`config.mk`:
```
export PLATFORM = sky130hd
export DESIGN_NAME = rxocs_top
export DESIGN_NICKNAME = d
export VERILOG_FILES = /design/src/logic/rxocs_pkg.sv /design/src/logic/rxocs_sync.sv /design/src/logic/rxocs_top.sv
export VERILOG_INCLUDE_DIRS = /design/src /design/src/logic
export SDC_FILE = /design/constraint.sdc
export NUM_CORES = 1
export LEC_CHECK = 0
export BUFFER_PORTS_ARGS = -buffer_cell sky130_fd_sc_hd__buf_2
export CAP_MARGIN = 15
export CORE_ASPECT_RATIO = 0.9
export CORE_MARGIN = 5
export CORE_UTILIZATION = 30
export DETAILED_ROUTE_END_ITERATION = 10
export GPL_TIMING_DRIVEN = 0
export PLACE_DENSITY = 0.54
export SLEW_MARGIN = 0
export SYNTH_ARGS = -nofsm -noshare
export SYNTH_HDL_FRONTEND = slang
export SYNTH_SLANG_ARGS = --single-unit
```
`constraint.sdc`:
```
create_clock -name ref_clk -period 5.8 [get_ports ref_clk]
set_input_delay 0.58 -clock ref_clk [delete_from_list [all_inputs] [get_ports ref_clk]]
set_output_delay 0.58 -clock ref_clk [all_outputs]
set_load 0.02 [all_outputs]
```
`src/logic/rxocs_consts.svh`:
```
// Constants for the receive output and clock select block.
// Assumes inclusion by bare name from logic/.
`ifndef RXOCS_CONSTS_SVH
`define RXOCS_CONSTS_SVH

`define RXOCS_ADDR_W       4
`define RXOCS_OFF_BLOCK    4'h0
`define RXOCS_OFF_RXCTL    4'h1
`define RXOCS_OFF_STATUS   4'h2
`define RXOCS_OFF_IRQ_STAT 4'h3
`define RXOCS_OFF_IRQ_MASK 4'h4
`define RXOCS_OFF_SYNDIV   4'h5
// Block control fields
`define RXOCS_BC_SINGLE    0
`define RXOCS_BC_E3        1
`define RXOCS_BC_STS1      2
// Receive control fields
`define RXOCS_RC_MON       0
`define RXOCS_RC_INV       1
// Interrupt bits
`define RXOCS_IRQ_LCV      0
`define RXOCS_IRQ_CFG      1
`define RXOCS_BLOCK_RST    8'h00
`define RXOCS_RXCTL_RST    8'h00
`define RXOCS_MASK_RST     8'h00
// Default synthesizer half periods in ref_clk cycles, per line mode
`define RXOCS_HALF_E3      8'h01
`define RXOCS_HALF_DS3     8'h01
`define RXOCS_HALF_STS1    8'h01
// Bench rates
`define RXOCS_REF_CLK_NS   25
`define RXOCS_LINK_CLK_NS  200

`endif

```
`src/logic/rxocs_pkg.sv`:
```
// Types for the receive output and clock select block.
// Assumes the constants header is compiled alongside.
package rxocs_pkg;

	typedef enum logic [1:0]
	{
		RXOCS_DS3  = 2'b00,
		RXOCS_E3   = 2'b01,
		RXOCS_STS1 = 2'b10
	} rxocs_line_t;

	typedef struct packed
	{
		logic        host_mode;
		logic        single_rail;
		logic        monitor;
		logic        clk_invert;
		logic        single_freq;
		rxocs_line_t line;
	} rxocs_cfg_t;

endpackage

```
`src/logic/rxocs_sync.sv`:
```
// Two flip-flop synchroniser for a vector of pin inputs.
// Assumes inputs come from outside the ref_clk domain.
`timescale 1ns/1ps

module rxocs_sync
#(
	parameter int W = 1
)
(
	// Clock and reset
	input  wire logic         ref_clk,
	input  wire logic         rst_n,
	// Data
	input  wire logic [W-1:0] d,
	output      logic [W-1:0] q
);

	logic [W-1:0] meta_ff;
	logic [W-1:0] nxt_meta;

	if (W < 1)
	begin
		$error("rxocs_sync: width must be positive");
	end

	always_comb
	begin
		nxt_meta = d;
	end

	always_ff @(posedge ref_clk or negedge rst_n)
	begin
		if (!rst_n)
		begin
			meta_ff <= '0;
			q       <= '0;
		end
		else
		begin
			meta_ff <= nxt_meta;
			q       <= meta_ff;
		end
	end

endmodule

```
`src/logic/rxocs_top.sv`:
```
// Receive output select and clock source select of a line interface.
// Assumes pins arrive asynchronously; recovered clock sampled by ref_clk.
// Summary of operation
// (RULE1) Dual rail: negative pulses appear on neg_data_or_violation.
// (RULE2) Hardware mode: outside holds rail_select high single, low dual.
// (RULE3) Host mode: rail selection comes from block control register bit.
// (RULE4) Single rail: output pulses high on each violation, else low.
// (RULE5) Framer should sample the violation output on recovered_clock.
// (RULE6) Hardware mode, monitor pin high: receiver enters monitoring mode.
// (RULE7) Host mode: monitoring mode enabled by receive control register.
// (RULE8) Host mode: monitor pin becomes serial data output.
// (RULE9) Outside supplies line-rate reference when not single frequency.
// (RULE10) Single frequency: 12.288 MHz in, synthesizer makes line clock.
// (RULE11) Single frequency: drive low-jitter clock on synth_clock_out.
// (RULE12) Synthesized clock frequency follows the selected line mode; the code takes the half period from the SYNDIV register instead.
// (RULE13) Undriven single_freq_enable reads low; default off.
// (RULE14) select_a high is host mode, low hardware mode.
// (RULE15) Single rail enables line coder; dual rail disables it.
// (RULE16) Outputs update on recovered clock rise, or fall when inverted.
// (RULE17) Hardware: E3 pin chooses E3, else STS-1 pin STS-1 or DS3.
// (RULE18) Shared output function follows current rail selection only.
`timescale 1ns/1ps
`include "rxocs_consts.svh"

module rxocs_top
(
	// Clock and reset
	input  wire logic                      ref_clk,
	input  wire logic                      rst_n,
	// Mode pins
	input  wire logic                      select_a,
	input  wire logic                      rail_select,
	input  wire logic                      e3_select,
	input  wire logic                      sts1_select,
	input  wire logic                      rx_clock_invert,
	input  wire logic                      single_freq_enable,
	input  wire logic                      single_freq_enable_oe_n,
	// Shared monitor pin and serial data
	input  wire logic                      monitor_or_serial_in,
	output      logic                      monitor_or_serial_out,
	output      logic                      monitor_or_serial_oe_n,
	input  wire logic                      serial_data_out_int,
	// Receiver decisions
	input  wire logic                      recovered_clock_in,
	input  wire logic                      rx_pos_pulse,
	input  wire logic                      rx_neg_pulse,
	input  wire logic                      rx_code_violation,
	// Framer side
	output      logic                      recovered_clock,
	output      logic                      positive_data_out,
	output      logic                      neg_data_or_violation,
	// Status to analog and coder
	output      logic                      monitor_mode,
	output      logic                      coder_enable,
	output      logic                      synth_enable,
	output      logic [1:0]                line_mode,
	output      logic                      synth_clock_out,
	// Register port
	input  wire logic [`RXOCS_ADDR_W-1:0]  reg_addr,
	input  wire logic [7:0]                reg_wdata,
	input  wire logic                      reg_wr,
	input  wire logic                      reg_rd,
	output      logic [7:0]                reg_rdata,
	// Interrupt
	output      logic                      irq
);

	localparam int NS = 9;

	logic [NS-1:0]         pin_raw;
	logic [NS-1:0]         pin_s;
	logic                  s_host;
	logic                  s_rail;
	logic                  s_e3;
	logic                  s_sts1;
	logic                  s_inv;
	logic                  s_sfm;
	logic                  s_mon;
	logic                  s_rclk;
	logic                  s_lcv;
	logic                  s_pos;
	logic                  s_neg;

	logic [7:0]            block_ff;
	logic [7:0]            nxt_block;
	logic [7:0]            rxctl_ff;
	logic [7:0]            nxt_rxctl;
	logic [7:0]            mask_ff;
	logic [7:0]            nxt_mask;
	logic [7:0]            istat_ff;
	logic [7:0]            nxt_istat;
	logic [7:0]            rdata_ff;
	logic [7:0]            nxt_rdata;
	logic [7:0]            half_ff;
	logic [7:0]            nxt_half;
	logic                  irq_ff;
	logic                  nxt_irq;

	rxocs_pkg::rxocs_cfg_t cfg;
	rxocs_pkg::rxocs_cfg_t cfg_ff;

	logic                  rclk_d_ff;
	logic                  pos_ff;
	logic                  nxt_pos;
	logic                  negv_ff;
	logic                  nxt_negv;
	logic                  rclk_out_ff;
	logic                  nxt_rclk_out;
	logic                  mon_out_ff;
	logic                  nxt_mon_out;
	logic                  mon_oe_ff;
	logic                  nxt_mon_oe;
	logic                  mon_mode_ff;
	logic                  coder_ff;
	logic                  synth_en_ff;
	logic [1:0]            line_ff;

	logic [7:0]            sdiv_ff;
	logic [7:0]            nxt_sdiv;
	logic                  sclk_ff;
	logic                  nxt_sclk;
	logic                  upd_edge;
	logic                  lcv_event;
	logic                  cfg_event;

	// Single-rail violation pulse samples and recovered data pass through sync
	assign pin_raw = {select_a, rail_select, e3_select, sts1_select,
		rx_clock_invert, single_freq_enable, monitor_or_serial_in,
		recovered_clock_in, single_freq_enable_oe_n};

	rxocs_sync #(.W(NS)) u_pins
	(
		.ref_clk (ref_clk),
		.rst_n   (rst_n),
		.d       (pin_raw),
		.q       (pin_s)
	);

	rxocs_sync #(.W(3)) u_data
	(
		.ref_clk (ref_clk),
		.rst_n   (rst_n),
		.d       ({rx_code_violation, rx_pos_pulse, rx_neg_pulse}),
		.q       ({s_lcv, s_pos, s_neg})
	);

	assign s_host = pin_s[8];
	assign s_rail = pin_s[7];
	assign s_e3   = pin_s[6];
	assign s_sts1 = pin_s[5];
	assign s_inv  = pin_s[4];
	assign s_sfm  = pin_s[3] & ~pin_s[0]; // Released pin reads low [RULE13]
	assign s_mon  = pin_s[2];
	assign s_rclk = pin_s[1];

	function automatic rxocs_pkg::rxocs_line_t line_of(input logic e3,
		input logic sts1);
		if (e3)
			line_of = rxocs_pkg::RXOCS_E3;
		else if (sts1)
			line_of = rxocs_pkg::RXOCS_STS1;
		else
			line_of = rxocs_pkg::RXOCS_DS3;
	endfunction

	// Configuration source: pins or registers
	always_comb
	begin
		cfg.host_mode   = s_host; // [RULE14]
		cfg.single_freq = s_sfm; // [RULE10]
		if (s_host)
		begin
			cfg.single_rail = block_ff[`RXOCS_BC_SINGLE]; // [RULE3]
			cfg.line        = line_of(block_ff[`RXOCS_BC_E3],
				block_ff[`RXOCS_BC_STS1]);
			cfg.monitor     = rxctl_ff[`RXOCS_RC_MON]; // [RULE7]
			cfg.clk_invert  = rxctl_ff[`RXOCS_RC_INV];
		end
		else
		begin
			cfg.single_rail = s_rail; // [RULE2]
			cfg.line        = line_of(s_e3, s_sts1); // [RULE17]
			cfg.monitor     = s_mon; // [RULE6]
			cfg.clk_invert  = s_inv;
		end
	end

	// Update on chosen recovered clock edge
	assign upd_edge  = cfg.clk_invert ? (rclk_d_ff & ~s_rclk)
		: (~rclk_d_ff & s_rclk); // [RULE16]
	assign lcv_event = upd_edge & cfg.single_rail & s_lcv;
	assign cfg_event = (cfg != cfg_ff);

	always_comb
	begin
		nxt_pos      = pos_ff;
		nxt_negv     = negv_ff;
		nxt_rclk_out = s_rclk;
		if (upd_edge)
		begin
			nxt_pos = s_pos;
			if (cfg.single_rail)
				nxt_negv = s_lcv; // [RULE4] [RULE18]
			else
				nxt_negv = s_neg; // [RULE1] [RULE18]
		end
	end

	// Shared pin: serial out in host mode, input otherwise
	always_comb
	begin
		nxt_mon_out = 1'b0;
		nxt_mon_oe  = 1'b1;
		if (cfg.host_mode)
		begin
			nxt_mon_out = serial_data_out_int; // [RULE8]
			nxt_mon_oe  = 1'b0;
		end
	end

	// Synthesizer divider, half period from the SYNDIV register
	always_comb
	begin
		nxt_sdiv = sdiv_ff;
		nxt_sclk = 1'b0;
		if (cfg.single_freq)
		begin
			nxt_sclk = sclk_ff; // [RULE11]
			if (sdiv_ff >= half_ff)
			begin
				nxt_sdiv = 8'h01;
				nxt_sclk = ~sclk_ff;
			end
			else
				nxt_sdiv = sdiv_ff + 8'h01;
		end
		else
			nxt_sdiv = 8'h01;
	end

	// Register file
	always_comb
	begin
		nxt_block = block_ff;
		nxt_rxctl = rxctl_ff;
		nxt_mask  = mask_ff;
		nxt_half  = half_ff;
		nxt_istat = istat_ff;
		nxt_rdata = 8'h00;
		if (reg_wr)
		begin
			case (reg_addr)
				`RXOCS_OFF_BLOCK:    nxt_block = reg_wdata;
				`RXOCS_OFF_RXCTL:    nxt_rxctl = reg_wdata;
				`RXOCS_OFF_IRQ_MASK: nxt_mask  = reg_wdata;
				`RXOCS_OFF_SYNDIV:   nxt_half  = reg_wdata;
				`RXOCS_OFF_IRQ_STAT: nxt_istat = istat_ff & ~reg_wdata;
				default:             nxt_half  = half_ff;
			endcase
		end
		// Set wins over clear
		if (lcv_event)
			nxt_istat[`RXOCS_IRQ_LCV] = 1'b1;
		if (cfg_event)
			nxt_istat[`RXOCS_IRQ_CFG] = 1'b1;
		if (reg_rd)
		begin
			case (reg_addr)
				`RXOCS_OFF_BLOCK:    nxt_rdata = block_ff;
				`RXOCS_OFF_RXCTL:    nxt_rdata = rxctl_ff;
				`RXOCS_OFF_STATUS:   nxt_rdata = {1'b0, cfg.host_mode,
					cfg.single_rail, cfg.monitor, cfg.clk_invert,
					cfg.single_freq, cfg.line};
				`RXOCS_OFF_IRQ_STAT: nxt_rdata = istat_ff;
				`RXOCS_OFF_IRQ_MASK: nxt_rdata = mask_ff;
				`RXOCS_OFF_SYNDIV:   nxt_rdata = half_ff;
				default:             nxt_rdata = 8'h00;
			endcase
		end
		nxt_irq = |(nxt_istat & nxt_mask);
	end

	always_ff @(posedge ref_clk or negedge rst_n)
	begin
		if (!rst_n)
		begin
			block_ff    <= `RXOCS_BLOCK_RST;
			rxctl_ff    <= `RXOCS_RXCTL_RST;
			mask_ff     <= `RXOCS_MASK_RST;
			half_ff     <= `RXOCS_HALF_DS3;
			istat_ff    <= 8'h00;
			rdata_ff    <= 8'h00;
			irq_ff      <= 1'b0;
			cfg_ff      <= '0;
			rclk_d_ff   <= 1'b0;
			pos_ff      <= 1'b0;
			negv_ff     <= 1'b0;
			rclk_out_ff <= 1'b0;
			mon_out_ff  <= 1'b0;
			mon_oe_ff   <= 1'b1;
			mon_mode_ff <= 1'b0;
			coder_ff    <= 1'b0;
			synth_en_ff <= 1'b0;
			line_ff     <= 2'h0;
			sdiv_ff     <= 8'h01;
			sclk_ff     <= 1'b0;
		end
		else
		begin
			block_ff    <= nxt_block;
			rxctl_ff    <= nxt_rxctl;
			mask_ff     <= nxt_mask;
			half_ff     <= nxt_half;
			istat_ff    <= nxt_istat;
			rdata_ff    <= nxt_rdata;
			irq_ff      <= nxt_irq;
			cfg_ff      <= cfg;
			rclk_d_ff   <= s_rclk;
			pos_ff      <= nxt_pos;
			negv_ff     <= nxt_negv;
			rclk_out_ff <= nxt_rclk_out;
			mon_out_ff  <= nxt_mon_out;
			mon_oe_ff   <= nxt_mon_oe;
			mon_mode_ff <= cfg.monitor; // [RULE6] [RULE7]
			coder_ff    <= cfg.single_rail; // [RULE15]
			synth_en_ff <= cfg.single_freq; // [RULE10]
			line_ff     <= cfg.line; // [RULE12]
			sdiv_ff     <= nxt_sdiv;
			sclk_ff     <= nxt_sclk;
		end
	end

	assign recovered_clock        = rclk_out_ff;
	assign positive_data_out      = pos_ff;
	assign neg_data_or_violation  = negv_ff;
	assign monitor_or_serial_out  = mon_out_ff;
	assign monitor_or_serial_oe_n = mon_oe_ff;
	assign monitor_mode           = mon_mode_ff;
	assign coder_enable           = coder_ff;
	assign synth_enable           = synth_en_ff;
	assign line_mode              = line_ff;
	assign synth_clock_out        = sclk_ff;
	assign reg_rdata              = rdata_ff;
	assign irq                    = irq_ff;

endmodule

```
==> impl_metrics.env, run 1 <==
export IMPL_relSlewSlack=0.422
export IMPL_power_switching_mw=0.415
export IMPL_hold_violations=0
export IMPL_hold_buffers=0
export IMPL_grt_pass1_wl_um=14300
export IMPL_layout_drive_gt1_share=0.300
export IMPL_utilization=0.366
export IMPL_tns_ns=0
export IMPL_ioPinCount=49
export IMPL_synthFlopType="dfrtp_1"
export IMPL_cts_clk_slew_worst_paths_ns=0.06
export IMPL_synth_top_area_share=0.587
export IMPL_fin_ws_ns=3.54
export IMPL_setup_viol=0
export IMPL_h_tree_depth=3
export IMPL_yosysMostFrequentCell="dfrtp_1"
export IMPL_place_hpwl_um=6330
export IMPL_finalWirelength_um=8660
export IMPL_tightest_slew_ns=0.859
export IMPL_crit_slowest_cell="nor4_2"
export IMPL_clock_power_share=0.369
export IMPL_numClockSinks=94
export IMPL_skew_ns=0.00773
export IMPL_layout_nets=400
export IMPL_grtUsageTotal=0.123
export IMPL_yosysWarnings=0
export IMPL_cts_buffers_inserted=9
export IMPL_io_buffers=47
export IMPL_cts_tree="built"
export IMPL_cts_root_buf="clkbuf_16"
export IMPL_fmax_mhz=442
export IMPL_layout_min_cycle_time_ns=2.26
export IMPL_crit_type="in2reg"
export IMPL_crit_fanout=10
export IMPL_synth_area_leaders="dfrtp_1 59%, mux2_2 9.0%, ha_1 2.9%"
export IMPL_nFillCells=1281
export IMPL_num_antenna_cells=0
export IMPL_dp_cells=515
export IMPL_crit_top_cell="buf_2"
export IMPL_worstSkewPairLatency_ns=0.34
export IMPL_grt_max_degree=60
export IMPL_synth_cells=303
export IMPL_total_leakage_power_nw=2.17
export IMPL_antenna_found_initial=0
export IMPL_finalNonFillerCells=531
export IMPL_arrival_ns=2.49
export IMPL_grt_pass1_vias=2659
export IMPL_max_cap_violations=0
export IMPL_fp_dieH_um=118
export IMPL_drc=0
export IMPL_power_internal_mw=1.19
export IMPL_switching_share=0.259
export IMPL_drtPass1Iterations=4
export IMPL_fin_crit_sh=0.390
export IMPL_powerDensity_nw_per_um2=345
export IMPL_slowest_delay_ns=0.67
export IMPL_core_area_um2=12700
export IMPL_yosys_area_top_type="dfrtp_1"
export IMPL_synth_edff_count=0
export IMPL_drtAntennaViolNets=0
export IMPL_gr_total_overflow=0
export IMPL_rsz0062_at_grt="no"
export IMPL_crit_path_end_kind="flop"
export IMPL_viasPerCell=4.60
export IMPL_syn_area_um2=3880
export IMPL_rows=39
export IMPL_clk_path_buf_depth=2
export IMPL_initial_core_util=0.306
export IMPL_post_cts_resize_count=0
export IMPL_place_congestion=0.842
export IMPL_seqPwrFrac=0.485
export IMPL_synth_cell_types=46
export IMPL_dr_total_vias=2444
export IMPL_dp_slack_ns=3.20
export IMPL_synthTopCellsByCount="91 x dfrtp_1, 31 x mux2_2, 21 x nand2_1, 17 x nor2_1, 16 x inv_1"
export IMPL_crit_path_start_kind="primary input"
export IMPL_synthArstFlopShare=1.00
export IMPL_syn2layout_area_growth_pct=19.9
export IMPL_slew_viol_final=0
export IMPL_routedWlPerCell_um=16.3
export IMPL_yosysSeqAreaShare=0.608
export IMPL_rrSetupSlack_ns=3.56
export IMPL_syn_area_per_cell_um2=12.8
export IMPL_status="finished clean"
export IMPL_die_x_um=130
export IMPL_ys_seq_elements=94
export IMPL_drt_iter0_markers=194
export IMPL_comb_power_share=0.145
export IMPL_post_cts_repair_setup_buffers=0
export IMPL_ir_drop_mv=0.150
export IMPL_worstPathRequired_ns=6.02
export IMPL_path_cells="buf_2, buf_2, nor4_2, nand2_1, mux2_2"
export IMPL_dieArea_um2=15300
export IMPL_synth_fp_nets=341
export IMPL_hold_class="in2async"
cells by family (layout without fill, tap and decap cells):
group | after synthesis | in the layout | synth area share
buffers and inverters | 27 | 91 | 0.0326
flip-flops | 94 | 94 | 0.608
multiplexers | 42 | 42 | 0.118
XOR/XNOR | 13 | 13 | 0.0294
adder cells (fa/ha/maj) | 9 | 9 | 0.0290
AO/OA/AOI/OAI | 50 | 50 | 0.0904
AND/OR/NAND/NOR | 68 | 68 | 0.0926
worst max-delay path, delay by kind of cell:
kind | cells | cell delay, ns
muxes | 1 | 0.40
and+or+nand+nor | 2 | 1.17
buffers and inverters | 2 | 0.33
layout make-up:
class | count | area, um2 | share of cell area
Buffer | 11 | 66.3 | 0.0143
Clock inverter | 5 | 58.8 | 0.0126
Clock buffer | 11 | 243 | 0.0522
Multi-Input combinational cell | 182 | 1400 | 0.300
Inverter | 16 | 60.1 | 0.0129
Sequential cell | 94 | 2360 | 0.507
Timing Repair Buffer | 48 | 265 | 0.0571
Tap cell | 164 | 205 | 0.0441
power by group through the flow:
| stage | combinational, mW | sequential (mW) | clock [mW] |
|---|---|---|---|
| floorplan | 0.141 | 0.793 | 0 |
| global placement | 0.230 | 0.787 | 0 |
| detailed placement | 0.236 | 0.790 | 0 |
| CTS | 0.237 | 0.778 | 0.611 |
| global route | 0.262 | 0.788 | 0.636 |
| finish | 0.233 | 0.778 | 0.592 |
layout by cell type (no fill, tap or decap), types with 7 or more instances in the layout:
master and count:
inv_1 16, dfrtp_1 91, ha_1 9, clkbuf_16 9, buf_2 48, xnor2_1 7
nand3_1 7, nor2_1 17, o21ai_0 9, mux2i_1 11, mux2_2 31, nand2_1 21
a21oi_1 8
stage by stage:
step	hold slack [ns]	power [mW]	instance area, um2
final	0.195	1.60	4650
after global routing	0.234	1.69	4650
after CTS	0.208	1.63	4650
after detailed placement	0.335	1.03	4350
after global placement	0.333	1.02	4320
after floorplan	0.284	0.933	3880
flip-flops by register name (all words and copies together) (netlist names), 2 cells and up:
signal,flops
u_pins.meta_ff,9
u_pins.q,9
block_ff,8
half_ff,8
istat_ff,8
mask_ff,8
reg_rdata,8
rxctl_ff,8
sdiv_ff,8
u_data.meta_ff,3
u_data.q,3
cfg_ff,2
line_mode,2
layer usage:
metal | track usage | share of wire
met2 | 0.184 | 0.47
met5 | 0 | 0
met4 | 0.0383 | 0.012
met3 | 0.0404 | 0.073
met1 | 0.167 | 0.45
final timing paths:
path,start,end,cells past startpoint
max in group asynchronous,rst_n,monitor_or_serial_oe_n$_DFF_PN1_,2
max,reg_addr[2],block_ff[6]$_DFFE_PN0P_,5
min in group ref_clk,rx_neg_pulse,u_data.meta_ff[0]$_DFF_PN0_,1
min reg2reg,u_pins.meta_ff[0]$_DFF_PN0_,u_pins.q[0]$_DFF_PN0_,0
max reg2reg,sdiv_ff[0]$_DFF_PN1_,sdiv_ff[0]$_DFF_PN1_,8
min,rst_n,sdiv_ff[6]$_DFF_PN0_,1
Note: power is estimated with default switching activity, not from simulation.
==> run 2: changes to the inputs <==
- PLACE_DENSITY: 0.54 -> 0.55
- clock period: 5.8 -> 1.9 ns (I/O delays scaled with it)
==> impl_metrics.env, run 2 (synthesis gave the netlist of run 1 again) <==
export IMPL_rows=39
export IMPL_place_congestion=0.854
export IMPL_fin_ws_ns=-0.0265
export IMPL_place_hpwl_um=6320
export IMPL_violations="negative setup slack"
export IMPL_status="finished with violations"
export IMPL_syn2layout_area_growth_pct=30.6
export IMPL_fin_crit_sh=1.01
export IMPL_num_antenna_cells=0
export IMPL_multi_input_area_um2=1500
export IMPL_relSlewSlack=0.549
export IMPL_top_regs="u_pins.meta_ff (9), u_pins.q (9)"
export IMPL_grtUsageMet1=0.166
export IMPL_cts_buffers_inserted=9
export IMPL_critical_path_top_delay_family="buffers and inverters"
export IMPL_drt_iter0_markers=187
export IMPL_crit_top_cell="buf_4"
export IMPL_grt_util_met3=0.0354
export IMPL_crit_type="reg2reg"
export IMPL_finalNonFillerCells=563
export IMPL_drtPass1Iterations=4
export IMPL_die_x_um=130
export IMPL_cts_tree="built"
export IMPL_finalWirelength_um=8840
export IMPL_drc=0
export IMPL_fmax_mhz=519
export IMPL_power_internal_mw=3.78
export IMPL_timing_critical_path_buf_inv=10
export IMPL_numClockSinks=94
export IMPL_setup_viol=1
export IMPL_cts_clk_slew_worst_paths_ns=0.07
export IMPL_routedWlPerCell_um=15.7
export IMPL_dp_cells=515
export IMPL_clk_path_buf_depth=2
export IMPL_layout_nets=432
export IMPL_antenna_found_initial=0
export IMPL_grt_max_degree=50
export IMPL_seq_area_um2=2360
export IMPL_utilization=0.399
export IMPL_crit_slowest_cell="dfstp_2"
export IMPL_cts_root_buf="clkbuf_16"
export IMPL_nFillCells=1244
export IMPL_worstPathRequired_ns=2.18
export IMPL_hold_violations=0
export IMPL_h_tree_depth=3
export IMPL_hold_ws_ns=0.0601
export IMPL_crit_path_start_kind="flop"
export IMPL_top_usage_layer="met2"
export IMPL_grtUsageMet2=0.186
export IMPL_rrSetupSlack_ns=-0.03
export IMPL_initial_core_util=0.306
export IMPL_grt_pass1_vias=2753
export IMPL_viasPerCell=4.64
export IMPL_final_common_cell="dfrtp_1"
export IMPL_dieArea_um2=15300
export IMPL_fp_dieH_um=118
export IMPL_drtAntennaViolNets=0
export IMPL_finalPower_mw=5.14
export IMPL_dr_total_vias=2615
export IMPL_comb_power_share=0.164
export IMPL_total_leakage_power_nw=2.35
export IMPL_stdcell_area_um2=5060
export IMPL_seqPwrFrac=0.464
export IMPL_placed_area_um2=4350
export IMPL_crit_fanout=2
export IMPL_powerDensity_nw_per_um2=1020
export IMPL_power_switching_mw=1.36
export IMPL_clock_power_share=0.372
export IMPL_slowest_delay_ns=0.54
export IMPL_switching_share=0.265
export IMPL_tightest_slew_ns=0.671
export IMPL_grt_pass1_wl_um=14400
export IMPL_arrival_ns=2.20
export IMPL_max_cap_violations=0
export IMPL_ir_drop_mv=0.502
export IMPL_skew_ns=0.00998
export IMPL_io_buffers=47
export IMPL_grtUsageTotal=0.122
export IMPL_hold_class="in2reg"
export IMPL_slew_viol_final=0
export IMPL_layout_common_cells="91 x dfrtp_1, 47 x buf_2, 30 x mux2_2, 21 x nand2_1, 21 x buf_4"
export IMPL_layout_min_cycle_time_ns=1.93
export IMPL_rsz0062_at_grt="yes"
export IMPL_layout_drive_gt1_share=0.371
export IMPL_path_cells="inv_2, buf_6, buf_4, buf_4, buf_4, buf_4, buf_4, buf_4, buf_4, buf_4, or2_4"
export IMPL_worstSkewPairLatency_ns=0.35
export IMPL_core_area_um2=12700
export IMPL_crit_path_end_kind="flop"
export IMPL_ioPinCount=49
export IMPL_gr_total_overflow=0
run 2: final cells by class:
cell class	count	area share
clock buffer	11	0.0499
clock inverter	5	0.0128
timing repair buffer	80	0.108
multi-input combinational	182	0.296
inverter	16	0.0119
sequential	94	0.465
tap	164	0.0405
buffer	11	0.0151
run 2: through the flow:
stage | setup TNS (ns) | worst slack (ns)
after CTS | -0.0980 | -0.0320
after detailed placement | -3.09 | -0.320
after global placement | -28.02 | -0.352
after global routing | -0.387 | -0.0754
after floorplan | -0.0115 | -0.0115
final | -0.0265 | -0.0265
run 2: what timing repair did:
item                                    4_1_cts  5_1_grt
hold endpoints to repair                     57        0
hold buffers                                 13        0
gates resized for setup                       9       17
endpoints found under the setup margin       11       10
setup buffers                                14        5
pin swaps                                     8        5
run 2: worst paths after layout:
| check | to | startpoint | cells past startpoint |
|---|---|---|---|
| worst max-delay path | sdiv_ff[0]$_DFF_PN1_ | sdiv_ff[0]$_DFF_PN1_ | 11 |
| worst min-delay path | monitor_or_serial_out$_DFF_PN0_ | serial_data_out_int | 2 |
| max in group asynchronous | monitor_or_serial_oe_n$_DFF_PN1_ | rst_n | 3 |
| worst min register to register | u_data.q[0]$_DFF_PN0_ | u_data.meta_ff[0]$_DFF_PN0_ | 0 |
| min in group asynchronous | synth_clock_out$_DFFE_PN0P_ | rst_n | 2 |
| worst max register to register | sdiv_ff[0]$_DFF_PN1_ | sdiv_ff[0]$_DFF_PN1_ | 11 |
run 2: metal layers:
metal / routed length [um] / vias to the layer above
li1: - / 1246
met1: 4040 / 1299
met2: 4180 / 57
met3: 479 / 13
met4: 145 / 0
met5: 0 / -
run 2: power groups by stage:
stage               Clock, mW  Sequential (mW)  Combinational (mW)
finish                   1.91             2.39               0.844
floorplan                   0             2.42               0.431
CTS                      1.95             2.38               0.796
global route             2.04             2.42               0.934
detailed placement          0             2.42               0.716
global placement            0             2.41               0.695
